==> config.mk <==
export PLATFORM = sky130hd
export DESIGN_NAME = sarseq_top
export DESIGN_NICKNAME = d
export VERILOG_FILES = /design/src/shared/sarseq_pkg.sv /design/src/hdl/sarseq_top.sv
export SDC_FILE = /design/constraint.sdc
export NUM_CORES = 1
export LEC_CHECK = 0
export ABC_AREA = 1
export BUFFER_PORTS_ARGS = -buffer_cell sky130_fd_sc_hd__buf_2
export CAP_MARGIN = 20
export CORE_AREA = 3 3 125 127
export CTS_CLUSTER_SIZE = 30
export DETAILED_ROUTE_END_ITERATION = 7
export DIE_AREA = 0 0 128 130
export HOLD_SLACK_MARGIN = 0.08
export SETUP_SLACK_MARGIN = 0.4
export SYNTH_ARGS = -nofsm -noshare
export SYNTH_HDL_FRONTEND = slang
export SYNTH_SLANG_ARGS = --single-unit
==> constraint.sdc <==
create_clock -name clk -period 2.12 [get_ports clk]
set_clock_uncertainty 0.1 [all_clocks]
set_input_delay 0.424 -clock clk [delete_from_list [all_inputs] [get_ports clk]]
set_output_delay 0.424 -clock clk [all_outputs]
set_load 0.1 [all_outputs]
==> src/shared/sarseq_pkg.sv <==
// package for the sar converter sequencer and register block
package sarseq_pkg;

  // byte offsets on the 8-bit register port
  localparam logic [3:0] SARSEQ_OFS_RES0_HI = 4'h0;
  localparam logic [3:0] SARSEQ_OFS_RES0_LO = 4'h1;
  localparam logic [3:0] SARSEQ_OFS_RES1_HI = 4'h2;
  localparam logic [3:0] SARSEQ_OFS_RES1_LO = 4'h3;
  localparam logic [3:0] SARSEQ_OFS_RES2_HI = 4'h4;
  localparam logic [3:0] SARSEQ_OFS_RES2_LO = 4'h5;
  localparam logic [3:0] SARSEQ_OFS_RES3_HI = 4'h6;
  localparam logic [3:0] SARSEQ_OFS_RES3_LO = 4'h7;
  localparam logic [3:0] SARSEQ_OFS_CSR = 4'h8;
  localparam logic [3:0] SARSEQ_OFS_TRIG = 4'h9;

  // control/status and trigger control field positions
  localparam int SARSEQ_CSR_FLAG = 7;
  localparam int SARSEQ_CSR_IRQ_EN = 6;
  localparam int SARSEQ_CSR_START = 5;
  localparam int SARSEQ_CSR_SCAN = 4;
  localparam int SARSEQ_CSR_CKS = 3;
  localparam int SARSEQ_CSR_CH_MSB = 2;
  localparam int SARSEQ_TRIG_EN = 7;

  // trigger control read pattern: bits 6..4 and 1 read as one
  localparam logic [7:0] SARSEQ_TRIG_ONES = 8'h72;
  localparam logic [7:0] SARSEQ_TRIG_RW_MASK = 8'h0d;

  // result layout: 10 bits placed in 15..6, lower 6 bits zero
  localparam int SARSEQ_RES_SHIFT = 6;
  localparam logic [15:0] SARSEQ_RES_RESET = 16'h0000;

  // conversion times: 1340 or 700 states of a 100 MHz clock
  localparam int SARSEQ_CLK_MHZ = 100;
  localparam int SARSEQ_CONV_SLOW_NS = 13400;
  localparam int SARSEQ_CONV_FAST_NS = 7000;
  localparam int SARSEQ_CONV_SLOW_CYC = (SARSEQ_CONV_SLOW_NS * SARSEQ_CLK_MHZ + 999) / 1000;
  localparam int SARSEQ_CONV_FAST_CYC = (SARSEQ_CONV_FAST_NS * SARSEQ_CLK_MHZ + 999) / 1000;
  localparam int SARSEQ_TIMER_W = 11;

  typedef enum logic [0:0] {
    SARSEQ_IDLE = 1'b0,
    SARSEQ_CONV = 1'b1
  } sarseq_state_t;

  typedef struct packed {
    logic rd;
    logic wr;
    logic [3:0] addr;
    logic [7:0] wdata;
  } sarseq_bus_req_t;

  typedef struct packed {
    sarseq_state_t fsm;
    logic flag;
    logic flag_armed;
    logic irq_en;
    logic start;
    logic scan;
    logic conv_time_select;
    logic [2:0] chsel;
    logic trig_en;
    logic [7:0] trig_rw;
    logic trig_prev;
    logic [1:0] ch;
    logic [SARSEQ_TIMER_W-1:0] timer;
    logic [3:0][9:0] result;
    logic [7:0] hold;
    logic [7:0] rdata;
  } sarseq_regs_t;

endpackage

==> src/hdl/sarseq_top.sv <==
// sar converter sequencer, control/status and result registers
`timescale 1ns/10ps
`default_nettype none

module sarseq_top
  import sarseq_pkg::*;
#(
  parameter int RESULT_BITS = 10
)
(
  input wire logic clk,
  input wire logic nrst,
  input wire logic standby,
  input wire sarseq_bus_req_t bus_req,
  output logic [7:0] bus_rdata,
  input wire logic ext_trigger_pin,
  input wire logic ext_trigger_rising,
  input wire logic [RESULT_BITS-1:0] conv_data_in,
  output logic [1:0] analog_channel,
  output logic conv_active,
  output logic sample_strobe,
  output logic conv_end_irq
);

  if (RESULT_BITS != 10)
  begin : g_bad_width
    $error("sarseq_top: only a 10-bit result is supported");
  end

  localparam logic [SARSEQ_TIMER_W-1:0] SLOW_LAST = SARSEQ_TIMER_W'(SARSEQ_CONV_SLOW_CYC - 1);
  localparam logic [SARSEQ_TIMER_W-1:0] FAST_LAST = SARSEQ_TIMER_W'(SARSEQ_CONV_FAST_CYC - 1);

  sarseq_regs_t s_reg;
  sarseq_regs_t s_next;
  sarseq_regs_t s_reset;

  logic [7:0] csr_view;
  logic [15:0] res_word;
  logic trig_edge;
  logic conv_done;
  logic last_ch;

  always_comb
  begin
    s_reset = '0;
    s_reset.fsm = SARSEQ_IDLE;
    s_reset.trig_prev = 1'b0;
  end

  // register image of the control/status byte
  assign csr_view = {s_reg.flag, s_reg.irq_en, s_reg.start, s_reg.scan, s_reg.conv_time_select, s_reg.chsel};

  // addressed channel result aligned to 16 bits
  assign res_word = {s_reg.result[bus_req.addr[2:1]], 6'h00};

  // chosen edge of the trigger pin while enabled
  assign trig_edge = s_reg.trig_en && (ext_trigger_rising ? (ext_trigger_pin && !s_reg.trig_prev)
                                                          : (!ext_trigger_pin && s_reg.trig_prev));

  assign conv_done = (s_reg.fsm == SARSEQ_CONV) && (s_reg.timer == (s_reg.conv_time_select ? FAST_LAST : SLOW_LAST));
  assign last_ch = !s_reg.scan || (s_reg.ch == s_reg.chsel[1:0]);

  always_comb
  begin
    s_next = s_reg;
    s_next.trig_prev = ext_trigger_pin;

    // register reads and their side effects
    if (bus_req.rd)
    begin
      if (bus_req.addr <= SARSEQ_OFS_RES3_LO)
      begin
        if (!bus_req.addr[0])
        begin
          s_next.rdata = res_word[15:8];
          s_next.hold = res_word[7:0];
        end
        else
        begin
          s_next.rdata = s_reg.hold;
        end
      end
      else if (bus_req.addr == SARSEQ_OFS_CSR)
      begin
        s_next.rdata = csr_view;
        if (s_reg.flag)
        begin
          s_next.flag_armed = 1'b1;
        end
      end
      else if (bus_req.addr == SARSEQ_OFS_TRIG)
      begin
        s_next.rdata = {s_reg.trig_en, 7'h00} | SARSEQ_TRIG_ONES | s_reg.trig_rw;
      end
      else
      begin
        s_next.rdata = 8'h00;
      end
    end

    // register writes
    if (bus_req.wr)
    begin
      if (bus_req.addr == SARSEQ_OFS_CSR)
      begin
        if (!bus_req.wdata[SARSEQ_CSR_FLAG] && s_reg.flag_armed)
        begin
          s_next.flag = 1'b0;
        end
        s_next.flag_armed = 1'b0;
        s_next.irq_en = bus_req.wdata[SARSEQ_CSR_IRQ_EN];
        s_next.start = bus_req.wdata[SARSEQ_CSR_START];
        s_next.scan = bus_req.wdata[SARSEQ_CSR_SCAN];
        s_next.conv_time_select = bus_req.wdata[SARSEQ_CSR_CKS];
        s_next.chsel = bus_req.wdata[SARSEQ_CSR_CH_MSB:0];
      end
      else if (bus_req.addr == SARSEQ_OFS_TRIG)
      begin
        s_next.trig_en = bus_req.wdata[SARSEQ_TRIG_EN];
        s_next.trig_rw = bus_req.wdata & SARSEQ_TRIG_RW_MASK;
      end
    end

    // external start acts as a write of one to the start bit
    if (trig_edge)
    begin
      s_next.start = 1'b1;
    end

    // channel sequencer
    case (s_reg.fsm)
      SARSEQ_IDLE:
      begin
        if (s_next.start)
        begin
          s_next.fsm = SARSEQ_CONV;
          s_next.ch = s_next.scan ? 2'h0 : s_next.chsel[1:0];
          s_next.timer = '0;
        end
      end
      SARSEQ_CONV:
      begin
        if (!s_next.start)
        begin
          s_next.fsm = SARSEQ_IDLE;
        end
        else if (conv_done)
        begin
          s_next.result[s_reg.ch] = conv_data_in;
          s_next.timer = '0;
          if (last_ch)
          begin
            s_next.flag = 1'b1;
            if (s_reg.scan)
            begin
              s_next.ch = 2'h0;
            end
            else
            begin
              s_next.start = 1'b0;
              s_next.fsm = SARSEQ_IDLE;
            end
          end
          else
          begin
            s_next.ch = s_reg.ch + 2'h1;
          end
        end
        else
        begin
          s_next.timer = s_reg.timer + SARSEQ_TIMER_W'(1);
        end
      end
      default:
      begin
        s_next.fsm = SARSEQ_IDLE;
      end
    endcase

    // standby behaves as reset for the whole block
    if (standby)
    begin
      s_next = s_reset;
    end
  end

  always_ff @(posedge clk)
  begin
    if (!nrst)
    begin
      s_reg <= s_reset;
    end
    else
    begin
      s_reg <= s_next;
    end
  end

  assign bus_rdata = s_reg.rdata;
  assign analog_channel = s_reg.ch;
  assign conv_active = (s_reg.fsm == SARSEQ_CONV);
  assign sample_strobe = conv_active && (s_reg.timer == '0);
  assign conv_end_irq = s_reg.flag && s_reg.irq_en;

endmodule // sarseq_top

`default_nettype wire

After elaboration in Yosys (flattened, before gate mapping)
Index checks and enable logic that the tools add are counted.
Widths: inputs -> output; s select.
Operators by class
  add/sub/neg operators: 2
  order comparisons: 4
  eq/ne operators: 8
  muxes and demuxes: 42
  bitwise gates (word level): 5
  reduce and logical (&&, ||, !) cells: 21
Operators by type and width (number)
  $mux 53: 1
  $bwmux 40: 1
  $mux 40: 1
  $mux 8: 4
  $mux 9: 3
  $pmux 13 s2: 1
  $mux 11: 2
  $bmux 10 s2: 1
  $demux 10 s2: 1
  $mux 10: 2
  $mux 18: 1
  $mux 1: 16
  $mux 13: 1
  $mux 2: 6
  $add 11x1->11 const B: 1
  $eq 11x11->1: 1
  $logic_not 11->1: 1
  $reduce_and 3->1: 3
  $eq 4x4->1 const B: 2
  $logic_and 1x1->1: 8
  $or 8x4->8: 1
  $lt 2x3->1 const B: 2
  $ne 2x1->1 const B: 3
  $le 4x3->1 const B: 1
  11 further kinds: 18
Storage, ports and cells
  register bits after elaboration: 78
  input port bits: 29
  output and inout port bits: 13

Longest topological paths before layout
Gate-level depths: netlist of the first run.
  depth in word-level cells: 10
  mapped depth: 10
  mapped depth without buffers: 10

Worst setup path after synthesis of the first run
Ideal clock, no wire load.
  path kind: reg-to-output
  start point: reg s_reg, in the netlist conv_active
  end point: out sample_strobe
  data arrival time: 3.304 ns
  data required time: 1.596 ns
  path slack: -1.708 ns
  stages on the path, launching flop included: 3
  cell sequence: dfxtp_1 -> nand3_1 -> nor3_1
Between the ends
  cells in the longest elaborated chain, start to end: 1
Ends and longest elaborated chain
  start, declared: line sarseq_top.sv:33  | sarseq_regs_t s_reg;
  start signal, assigned: line sarseq_top.sv:191  | s_reg <= s_reset;
  start signal, assigned: line sarseq_top.sv:195  | s_reg <= s_next;
  $logic_and 1x1->1: line sarseq_top.sv:202  | assign sample_strobe = conv_active && (s_reg.timer == '0);
  end, declared: line sarseq_top.sv:21  | output logic sample_strobe,
Every way passes these cells.

Final worst setup path of the first run
  start point: reg s_reg[56] (netlist bit)
  end point: out sample_strobe
Between the ends
  cells in the longest elaborated chain, start to end: 2
Ends and longest elaborated chain (line)
  $logic_not 11->1: sarseq_top.sv:202
  $logic_and 1x1->1: sarseq_top.sv:202
Every way passes these cells.

==> run_results.csv, run 1 <==
group,metric,value,unit
outcome,status,"finished, final reports clean",
drt,route.detailed.wl_per_inst,13.2,microns
layout,antenna_cells,0,
power_and_ir_drop,power_per_cell_area,606,nW/um^2
grt,grtUsageTotal,0.149,
floorplan,dieWidth,128,microns
synth,ys_ff_latch,77,
floorplan,ios,42,
worst_setup_path,crit_arrival,1.40,ns
synth,synth_nets,720,
synth,yosysSeqAreaShare,0.352,
drt,drt-pass1-iter-count,5,
placed_design,portBuffers,41,
layout,layout-drive-gt1-share,0.194,
layout,nNetsFinal,777,
grt,grt_use_met1,0.207,
floorplan,initial_utilization,0.301,
power_and_ir_drop,ir_drop,0.362,mV
grt,use_met3,0.0348,
grt,grt_pass1_wl,19.9,mm
worst_setup_path,startpoint_type,"register",
layout,register_area,1550,sq um
timing,fmax,0.520,GHz
worst_setup_path,crit_type,"register to output pin",
timing,setup-violations-final,0,
synth,yosys.area.top_type_share,0.352,
grt,busiest_layer,"met2",
clocking,clock_path_buffers,2,
synth,synth_most_common_cell,"nand2_1",
worst_setup_path,critical_path_buf_inv_count,3,
clocking,root_buffer,"clkbuf_16",
layout,n_fill_cell,1556,
power_and_ir_drop,p_leak,0.00241,uW
layout,area_growth,28.0,%
synth,synth.distinct_cells,32,
timing,tightest_slew,0.544,ns
timing,fin_crit_sh,0.906,
timing,tns,0,ns
drt,detail_route.iter0.violations,314,
timing,rsz0062_at_grt,"yes",
synth,synthTopCellsByArea,"dfxtp_1, nand2_1, inv_1",
floorplan,rows,44,
worst_setup_path,crit_chain,"buf_6 > inv_4 > ha_4 > nand3_4 > nor3_4 > buf_12",
grt,grtUsageMet2,0.235,
clocking,clock_sinks,77,
drt,ant_nets,0,
clocking,clk_pin_slew_worst_paths,0.06,ns
clocking,htree_levels,3,
timing,layout_setup_ws,0.199,ns
grt,antenna_found_initial,0,
drt,wl,12.3,mm
drt,vias_per_cell,4.64,
floorplan,core,14500,sq um
worst_setup_path,crit_slowest_cell,"dfxtp_2",
grt,grt_pass1_vias,3849,
synth,async_flop_share,0,
synth,syn_inst,685,
floorplan,dieArea,16600,sq um
synth,synth_flop_cell,"dfxtp_1",
worst_setup_path,crit_family,"buffers and inverters",
placed_design,dp_slack,0.252,ns
worst_setup_path,cp_max_fo,2,
synth,synth-edff-count,0,
placed_design,dpl.hpwl,8.29,mm
clocking,cts_hold_buf,0,
grt,grt_max_degree,42,
clocking,cts_tree,"done",
drt,routed-via-count,4324,
synth,avgSynthCellArea,6.39,sq um
worst_setup_path,slowest_delay,0.33,ns
timing,max_slew_margin,0.637,
job,maxCapViolCount,0,
worst_setup_path,cp.required,1.60,ns
worst_setup_path,cp-end-kind,"output pin",
worst_hold_path,min_path_type,"input pin to register",
timing,fin_crit,1.92,ns
grt,grt_overflow,0,
placed_design,globalplace.congestion,0.783,
layout,multiInputGateArea,2270,sq um
drt,drc,0,
synth,synth_commonest_cells,"nand2_1, inv_1, dfxtp_1",
clocking,numCtsBuffers,9,
clocking,insertion_delay,0.34,ns
synth,yosys.area.top_type,"dfxtp_1",
floorplan,die_h,130,microns
synth,syn_area,4380,sq um
synth,yosys_warnings,0,
timing,slew_violations,0,
timing,finalHoldViolCount,0,
==> power by group <==
part	total [uW]	switching [uW]	internal, uW
combinational	252	174	77.9
sequential	1460	4.22	1450
clock	1680	642	1040
total	3390	821	2570
==> metrics by stage <==
step	cells	cell area (sq um)	util	hold WS, ns	power, uW
after CTS	930	5520	0.380	0.224	3430
after detailed placement	893	4850	0.334	0.344	1730
after floorplan	685	4400	-	0.330	1640
after global routing	931	5600	0.385	0.255	3520
final	931	5600	0.385	0.232	3390
after global placement	893	4850	0.334	0.339	1730
==> path summary, 6_finish.rpt <==
check / start / to / slack [ns] / cells past startpoint
max: s_reg[56]$_SDFFE_PP0P_ / sample_strobe / 0.20 / 6
min: ext_trigger_pin / s_reg[69]$_SDFF_PP0_ / 0.23 / 3
max reg2reg: s_reg[57]$_SDFFE_PP0P_ / register / 0.26 / 11
min reg2reg: s_reg[73]$_SDFFE_PP0P_ / s_reg[73]$_SDFFE_PP0P_ / 0.36 / 2
==> per-layer routing <==
layer | routed length [microns] | share of wire
met1 | 5780 | 0.47
met2 | 5700 | 0.46
met3 | 695 | 0.057
met5 | 0 | 0
met4 | 118 | 0.0096
==> cell type report <==
cell class / instances / share of cell area
clock inverters: 6 / 0.0168
clock buffers: 10 / 0.0409
repair buffers: 79 / 0.122
flip-flops and latches: 77 / 0.276
multi-input cells: 430 / 0.405
inverters: 145 / 0.0976
well taps: 184 / 0.0411
==> what timing repair did <==
action | 4_1_cts | 5_1_grt
gates resized for setup | 29 | 21
endpoints found under the setup margin | 44 | 56
gates cloned | 8 | 0
pin swaps | 6 | 11
buffers inserted | 13 | 1
==> tightest hold or removal path, cell delays in order <==
cell,delay (ns)
buf_2,0.10
inv_1,0.06
nor2_1,0.04
==> kinds of logic (layout without fill, tap and decap cells) <==
group / after synthesis / after routing / synth area share
AOI/OAI and AO/OA: 92 / 92 / 0.111
DFF: 77 / 77 / 0.352
buffers and inverters: 182 / 240 / 0.174
and+or+nand+nor: 328 / 332 / 0.346
adders and majority gates: 6 / 6 / 0.0172
==> placed cells by master (no fill, tap or decap), types with 2 or more instances in the layout <==
cell,Yosys,routed
nand2_1,166,152
inv_1,142,140
dfxtp_1,77,74
nor2_1,75,71
nand4_1,48,48
a21oi_1,44,44
buf_2,4,37
o21ai_0,36,36
buf_4,13,24
nand3_1,22,18
nand2_2,2,16
nand3_4,5,10
clkbuf_16,0,9
buf_6,3,8
buf_12,0,6
nand3_2,1,4
ha_1,6,4
buf_16,0,4
inv_2,2,3
nor2_2,0,3
nor2_4,2,3
o22ai_1,3,3
o211ai_1,3,3
nor3_2,2,2
o21ai_1,2,2
ha_4,0,2
inv_6,0,2
bufinv_16,0,2
dfxtp_2,0,2
No activity file was read; power rests on OpenSTA's default activity.
==> inputs of run 2 (changes only) <==
Settings changed: CELL_PAD_IN_SITES_DETAIL_PLACEMENT set to 0, CELL_PAD_IN_SITES_GLOBAL_PLACEMENT set to 1, PLACE_DENSITY set to 0.58.
==> run 2 against run 1 <==
Clock power is 13% lower; cell count is 0.21% lower; power is 6.3% lower; hold slack better by 0.0019 ns; fmax is 0.21% higher; critical endpoint unchanged.
==> run_results.csv, run 2 (same netlist as run 1, synthesis figures left out) <==
group,metric,value,unit
outcome,status,"finished, final reports clean",
floorplan,dieWidth,128,microns
worst_setup_path,slowest_delay,0.32,ns
power_and_ir_drop,power_frac_seq,0.458,
power_and_ir_drop,power_per_cell_area,572,nW/um^2
timing,fin_crit,1.92,ns
timing,tns,0,ns
grt,grt_pass1_vias,4233,
worst_setup_path,rrSetupSlack,0.31,ns
drt,detail_route.iter0.violations,307,
layout,final_common_cell,"nand2_1",
floorplan,core,14500,sq um
floorplan,rows,44,
worst_setup_path,crit_slowest_cell,"dfxtp_2",
clocking,cts_tree,"done",
timing,setup-violations-final,0,
power_and_ir_drop,switchingPower,790,uW
power_and_ir_drop,p_leak,0.00238,uW
floorplan,ios,42,
placed_design,portBuffers,41,
drt,drt-pass1-iter-count,5,
clocking,clk_pin_slew_worst_paths,0.06,ns
grt,grt_overflow,0,
power_and_ir_drop,p_clk_frac,0.459,
drt,vias_per_cell,4.65,
clocking,htree_levels,3,
grt,grt_pass1_wl,22.2,mm
grt,grtUsageTotal,0.171,
clocking,clock_path_buffers,2,
worst_setup_path,crit_type,"register to output pin",
clocking,clock_sinks,77,
timing,tightest_slew,0.612,ns
floorplan,die_h,130,microns
worst_setup_path,r2r_cells,11,
worst_setup_path,cp_max_fo,2,
drt,ant_nets,0,
placed_design,globalplace.congestion,0.798,
drt,wl,13.6,mm
layout,layout-drive-gt1-share,0.201,
worst_hold_path,worstHoldPathCells,3,
worst_setup_path,crit_chain,"buf_6 > inv_4 > ha_4 > nand3_4 > nor3_4 > buf_12",
clocking,root_buffer,"clkbuf_16",
worst_hold_path,holdCritStartpoint,"ext_trigger_pin",
grt,antenna_found_initial,0,
worst_hold_path,min_delay_worst_endpoint,"s_reg[69]$_SDFF_PP0_",
worst_setup_path,crit_arrival,1.39,ns
clocking,insertion_delay,0.35,ns
timing,finalHoldViolCount,0,
timing,rsz0062_at_grt,"yes",
worst_hold_path,min_path_type,"input pin to register",
power_and_ir_drop,comb_power_share,0.083,
drt,routed-via-count,4320,
worst_setup_path,reg2reg_from,"s_reg[56]$_SDFFE_PP0P_",
layout,layout_common_cells,"nand2_1, inv_1, dfxtp_1, nor2_1, nand4_1",
power_and_ir_drop,p_int,2390,uW
layout,post-route-cell-area,5560,sq um
clocking,numCtsBuffers,9,
timing,slew_violations,0,
worst_setup_path,cp-end-kind,"output pin",
worst_setup_path,startpoint_type,"register",
layout,nNetsFinal,775,
grt,grt_max_degree,44,
layout,antenna_cells,0,
timing,fmax,0.522,GHz
power_and_ir_drop,ir_drop,0.326,mV
drt,drc,0,
power_and_ir_drop,swShare,0.249,
floorplan,initial_utilization,0.301,
timing,fin_crit_sh,0.904,
floorplan,dieArea,16600,sq um
placed_design,dpl-instance-area,4850,sq um
timing,max_slew_margin,0.592,
worst_setup_path,cp.required,1.60,ns
layout,area_growth,27.0,%
job,maxCapViolCount,0,
drt,route.detailed.wl_per_inst,14.6,microns
placed_design,dpl.hpwl,9.60,mm
==> run 2: worst max path at each step <==
| stage | endpoint | start | depth (start not counted) | slack [ns] |
|---|---|---|---|---|
| after floorplan | sample_strobe | conv_active$_SDFF_PP0_ | 2 | 0.11 |
| after global placement | s_reg[73]$_SDFFE_PP0P_ | bus_req[9] | 7 | 0.17 |
| after detailed placement | s_reg[78]$_SDFFE_PP0P_ | bus_req[9] | 7 | 0.16 |
| after CTS | sample_strobe | s_reg[56]$_SDFFE_PP0P_ | 6 | 0.19 |
| after global routing | sample_strobe | s_reg[56]$_SDFFE_PP0P_ | 6 | 0.13 |
| final | sample_strobe | s_reg[56]$_SDFFE_PP0P_ | 6 | 0.20 |
==> run 2: worst max-delay path, delay by kind of cell, from the launching register on <==
family                     cells  cell delay, ns
buffers and inverters          3            0.36
DFF                            1            0.32
and+or+nand+nor                2            0.23
adders and majority gates      1            0.13
==> run 2: repair_timing <==
action | 4_1_cts | 5_1_grt
setup endpoints to repair | 45 | 60
gates cloned | 7 | 1
buffers inserted | 8 | 1
hold buffers | 0 | 0
resized for setup | 23 | 42
pin swaps | 4 | 25
==> run 2: layout make-up <==
cell class                      count  area, sq um
Fill cell                        1611         8980
Multi-Input combinational cell    431         2320
Sequential cell                    77         1560
Timing Repair Buffer               76          631
Inverter                          145          551
Clock buffer                       15          268
Tap cell                          184          230
Clock inverter                      1         5.00
==> run 2: per-layer routing <==
metal | up-vias | part of all wire | GRT usage
met3 | 17 | 0.046 | 0.0479
met1 | 1958 | 0.48 | 0.225
met4 | 0 | 0.024 | 0.0531
met2 | 90 | 0.45 | 0.274
met5 | - | 0 | 0
li1 | 2255 | - | -
==> run 2: stage by stage <==
| stage | cells | power [uW] | hold WS, ns | worst slack (ns) | util |
|---|---|---|---|---|---|
| global route | 929 | 3330 | 0.237 | 0.126 | 0.382 |
| global placement | 896 | 1750 | 0.341 | 0.167 | 0.334 |
| finish | 929 | 3180 | 0.234 | 0.203 | 0.382 |
| detailed placement | 896 | 1750 | 0.351 | 0.159 | 0.334 |
| CTS | 927 | 3230 | 0.222 | 0.185 | 0.371 |
| floorplan | 685 | 1640 | 0.330 | 0.108 | - |
==> run 2: power by group through the flow <==
stage	clock, uW	combinational, uW	sequential [uW]
finish	1460	264	1450
detailed placement	0	258	1490
CTS	1510	262	1460
global placement	0	259	1490
floorplan	0	151	1490
global route	1580	291	1450
==> inputs of run 3 (changes only) <==
Settings changed: CORE_AREA 3 3 125 127 to 3 3 107 109, DIE_AREA 0 0 128 130 to 0 0 110 112, PLACE_DENSITY 0.58 to 0.76.
Clock period 2.12 ns to 1.83 ns, I/O delays scaled along.
==> run 3 against run 2 <==
The flow now finishes with violations (setup timing); core utilization grew 17 points; register-to-register slack got worse by 0.27 ns; worst setup slack got worse by 0.25 ns; non-clock buffer count is 22 higher; hold slack got worse by 0.082 ns; global-route usage rose by 4.9 points; critical endpoint unchanged; largest cell class unchanged; largest power group is now sequential cells.
==> run_results.csv, run 3 (same netlist as run 1, synthesis figures left out) <==
group,metric,value,unit
outcome,status,"complete, but fails checks",
outcome,failed_checks,"setup timing",
timing,tns,-0.0501,ns
timing,finalHoldViolCount,0,
drt,drt-pass1-iter-count,5,
worst_setup_path,critical_path_buf_inv_count,2,
worst_setup_path,crit_chain,"inv_4 > ha_4 > nand3_4 > nor3_4 > buf_12",
power_and_ir_drop,switchingPower,918,uW
floorplan,ios,42,
placed_design,dpl.hpwl,8.77,mm
floorplan,dieArea,12300,sq um
timing,setup-violations-final,1,
grt,grtUsageTotal,0.220,
timing,slew_violations,0,
worst_setup_path,reg2reg_from,"s_reg[57]$_SDFFE_PP0P_",
worst_setup_path,cp-end-kind,"output pin",
floorplan,rows,38,
floorplan,die_h,112,microns
clocking,clock_path_buffers,2,
grt,grt_pass1_wl,21.0,mm
worst_setup_path,crit_type,"register to output pin",
placed_design,globalplace.congestion,0.873,
worst_setup_path,crit_family,"flip-flops",
grt,grt_max_degree,59,
power_and_ir_drop,swShare,0.268,
grt,grt_overflow,0,
clocking,clk_pin_slew_worst_paths,0.09,ns
power_and_ir_drop,p_leak,0.00253,uW
clocking,numCtsBuffers,9,
timing,fmax,0.532,GHz
floorplan,dieWidth,110,microns
worst_setup_path,slowest_delay,0.37,ns
worst_hold_path,min_path_type,"input pin to register",
drt,detail_route.iter0.violations,259,
timing,fin_crit,1.88,ns
power_and_ir_drop,power_frac_seq,0.492,
drt,ant_nets,0,
clocking,root_buffer,"clkbuf_8",
worst_setup_path,startpoint_type,"register",
layout,layout-drive-gt1-share,0.285,
drt,wl,13.0,mm
worst_setup_path,cp_max_fo,4,
drt,drc,0,
clocking,cts_hold_buf,0,
worst_hold_path,holdCritStartpoint,"ext_trigger_pin",
layout,fin_cells,906,
drt,routed-via-count,4435,
worst_setup_path,startpoint,"s_reg[57]$_SDFFE_PP0P_",
layout,fin_util,0.555,
placed_design,portBuffers,41,
power_and_ir_drop,ir_drop,0.370,mV
layout,nNetsFinal,796,
grt,grt_pass1_vias,4264,
worst_setup_path,crit_arrival,1.41,ns
clocking,cts_tree,"done",
clocking,insertion_delay,0.36,ns
floorplan,initial_utilization,0.409,
clocking,clock_sinks,77,
worst_setup_path,crit_slowest_cell,"dfxtp_4",
power_and_ir_drop,p_clk_frac,0.409,
power_and_ir_drop,p_int,2500,uW
job,maxCapViolCount,0,
timing,fin_crit_sh,1.03,
timing,rsz0062_at_grt,"yes",
placed_design,place_inst,867,
layout,area_growth,35.7,%
worst_setup_path,cp.required,1.36,ns
clocking,htree_levels,3,
grt,antenna_found_initial,0,
floorplan,core,10700,sq um
timing,tightest_slew,0.523,ns
layout,final_common_cell,"inv_1",
power_and_ir_drop,power_per_cell_area,576,nW/um^2
timing,hold_ws,0.152,ns
timing,layout_setup_ws,-0.0501,ns
power_and_ir_drop,comb_power_share,0.098,
layout,antenna_cells,0,
drt,route.detailed.wl_per_inst,14.3,microns
drt,vias_per_cell,4.90,
layout,layout_common_cells,"inv_1, nand2_1, nor2_1, dfxtp_1, nand4_1",
timing,max_slew_margin,0.651,
[run 3: cell type report]
cell class,instances,area (sq um)
well taps,140,175
clock buffers,11,151
fillers,1087,4760
multi-input cells,430,2430
clock inverters,5,58.8
flip-flops and latches,77,1570
repair buffers,98,1000
inverters,145,553
[run 3: worst register-to-register path, delay by kind of cell, from the launching register on]
family | cells | cell delay (ns)
adders and majority gates | 1 | 0.13
and+or+nand+nor | 7 | 0.78
buffers and inverters | 3 | 0.33
DFF | 1 | 0.38
[run 3: per-layer routing]
layer / routed length [microns] / global-route usage / share of wire
met5: 0 / 0 / 0
met4: 357 / 0.104 / 0.028
met3: 622 / 0.0354 / 0.048
met2: 6340 / 0.356 / 0.49
met1: 5660 / 0.283 / 0.44
[run 3: worst paths after layout]
kind	end	slack (ns)	depth (start not counted)
max	sample_strobe	-0.05	5
min	s_reg[69]$_SDFF_PP0_	0.15	3
max reg2reg	register	0.04	11
min reg2reg	s_reg[70]$_SDFFE_PP0P_	0.36	2
[run 3: what timing repair did]
| item | in CTS | in global routing |
|---|---|---|
| cloned | 6 | 0 |
| endpoints found under the hold margin | 0 | 0 |
| pin swaps | 58 | 35 |
| resized for setup | 96 | 50 |
| buffers inserted | 11 | 6 |
| endpoints found under the setup margin | 67 | 70 |
[run 3: stage by stage]
step                      setup slack (ns)  instance area (sq um)  total power, uW
after floorplan                     -0.124                   4520             1910
after global placement              0.0200                   5020             2030
after detailed placement            0.0312                   5020             2030
after CTS                          -0.0969                   5750             3450
after global routing                -0.110                   5940             3550
final                              -0.0501                   5940             3420
[run 3: power groups by stage]
stage	Sequential (uW)	Combinational, uW	Clock [uW]
finish	1680	337	1400
global route	1680	368	1500
detailed placement	1720	310	0
floorplan	1720	184	0
global placement	1720	309	0
CTS	1680	326	1440
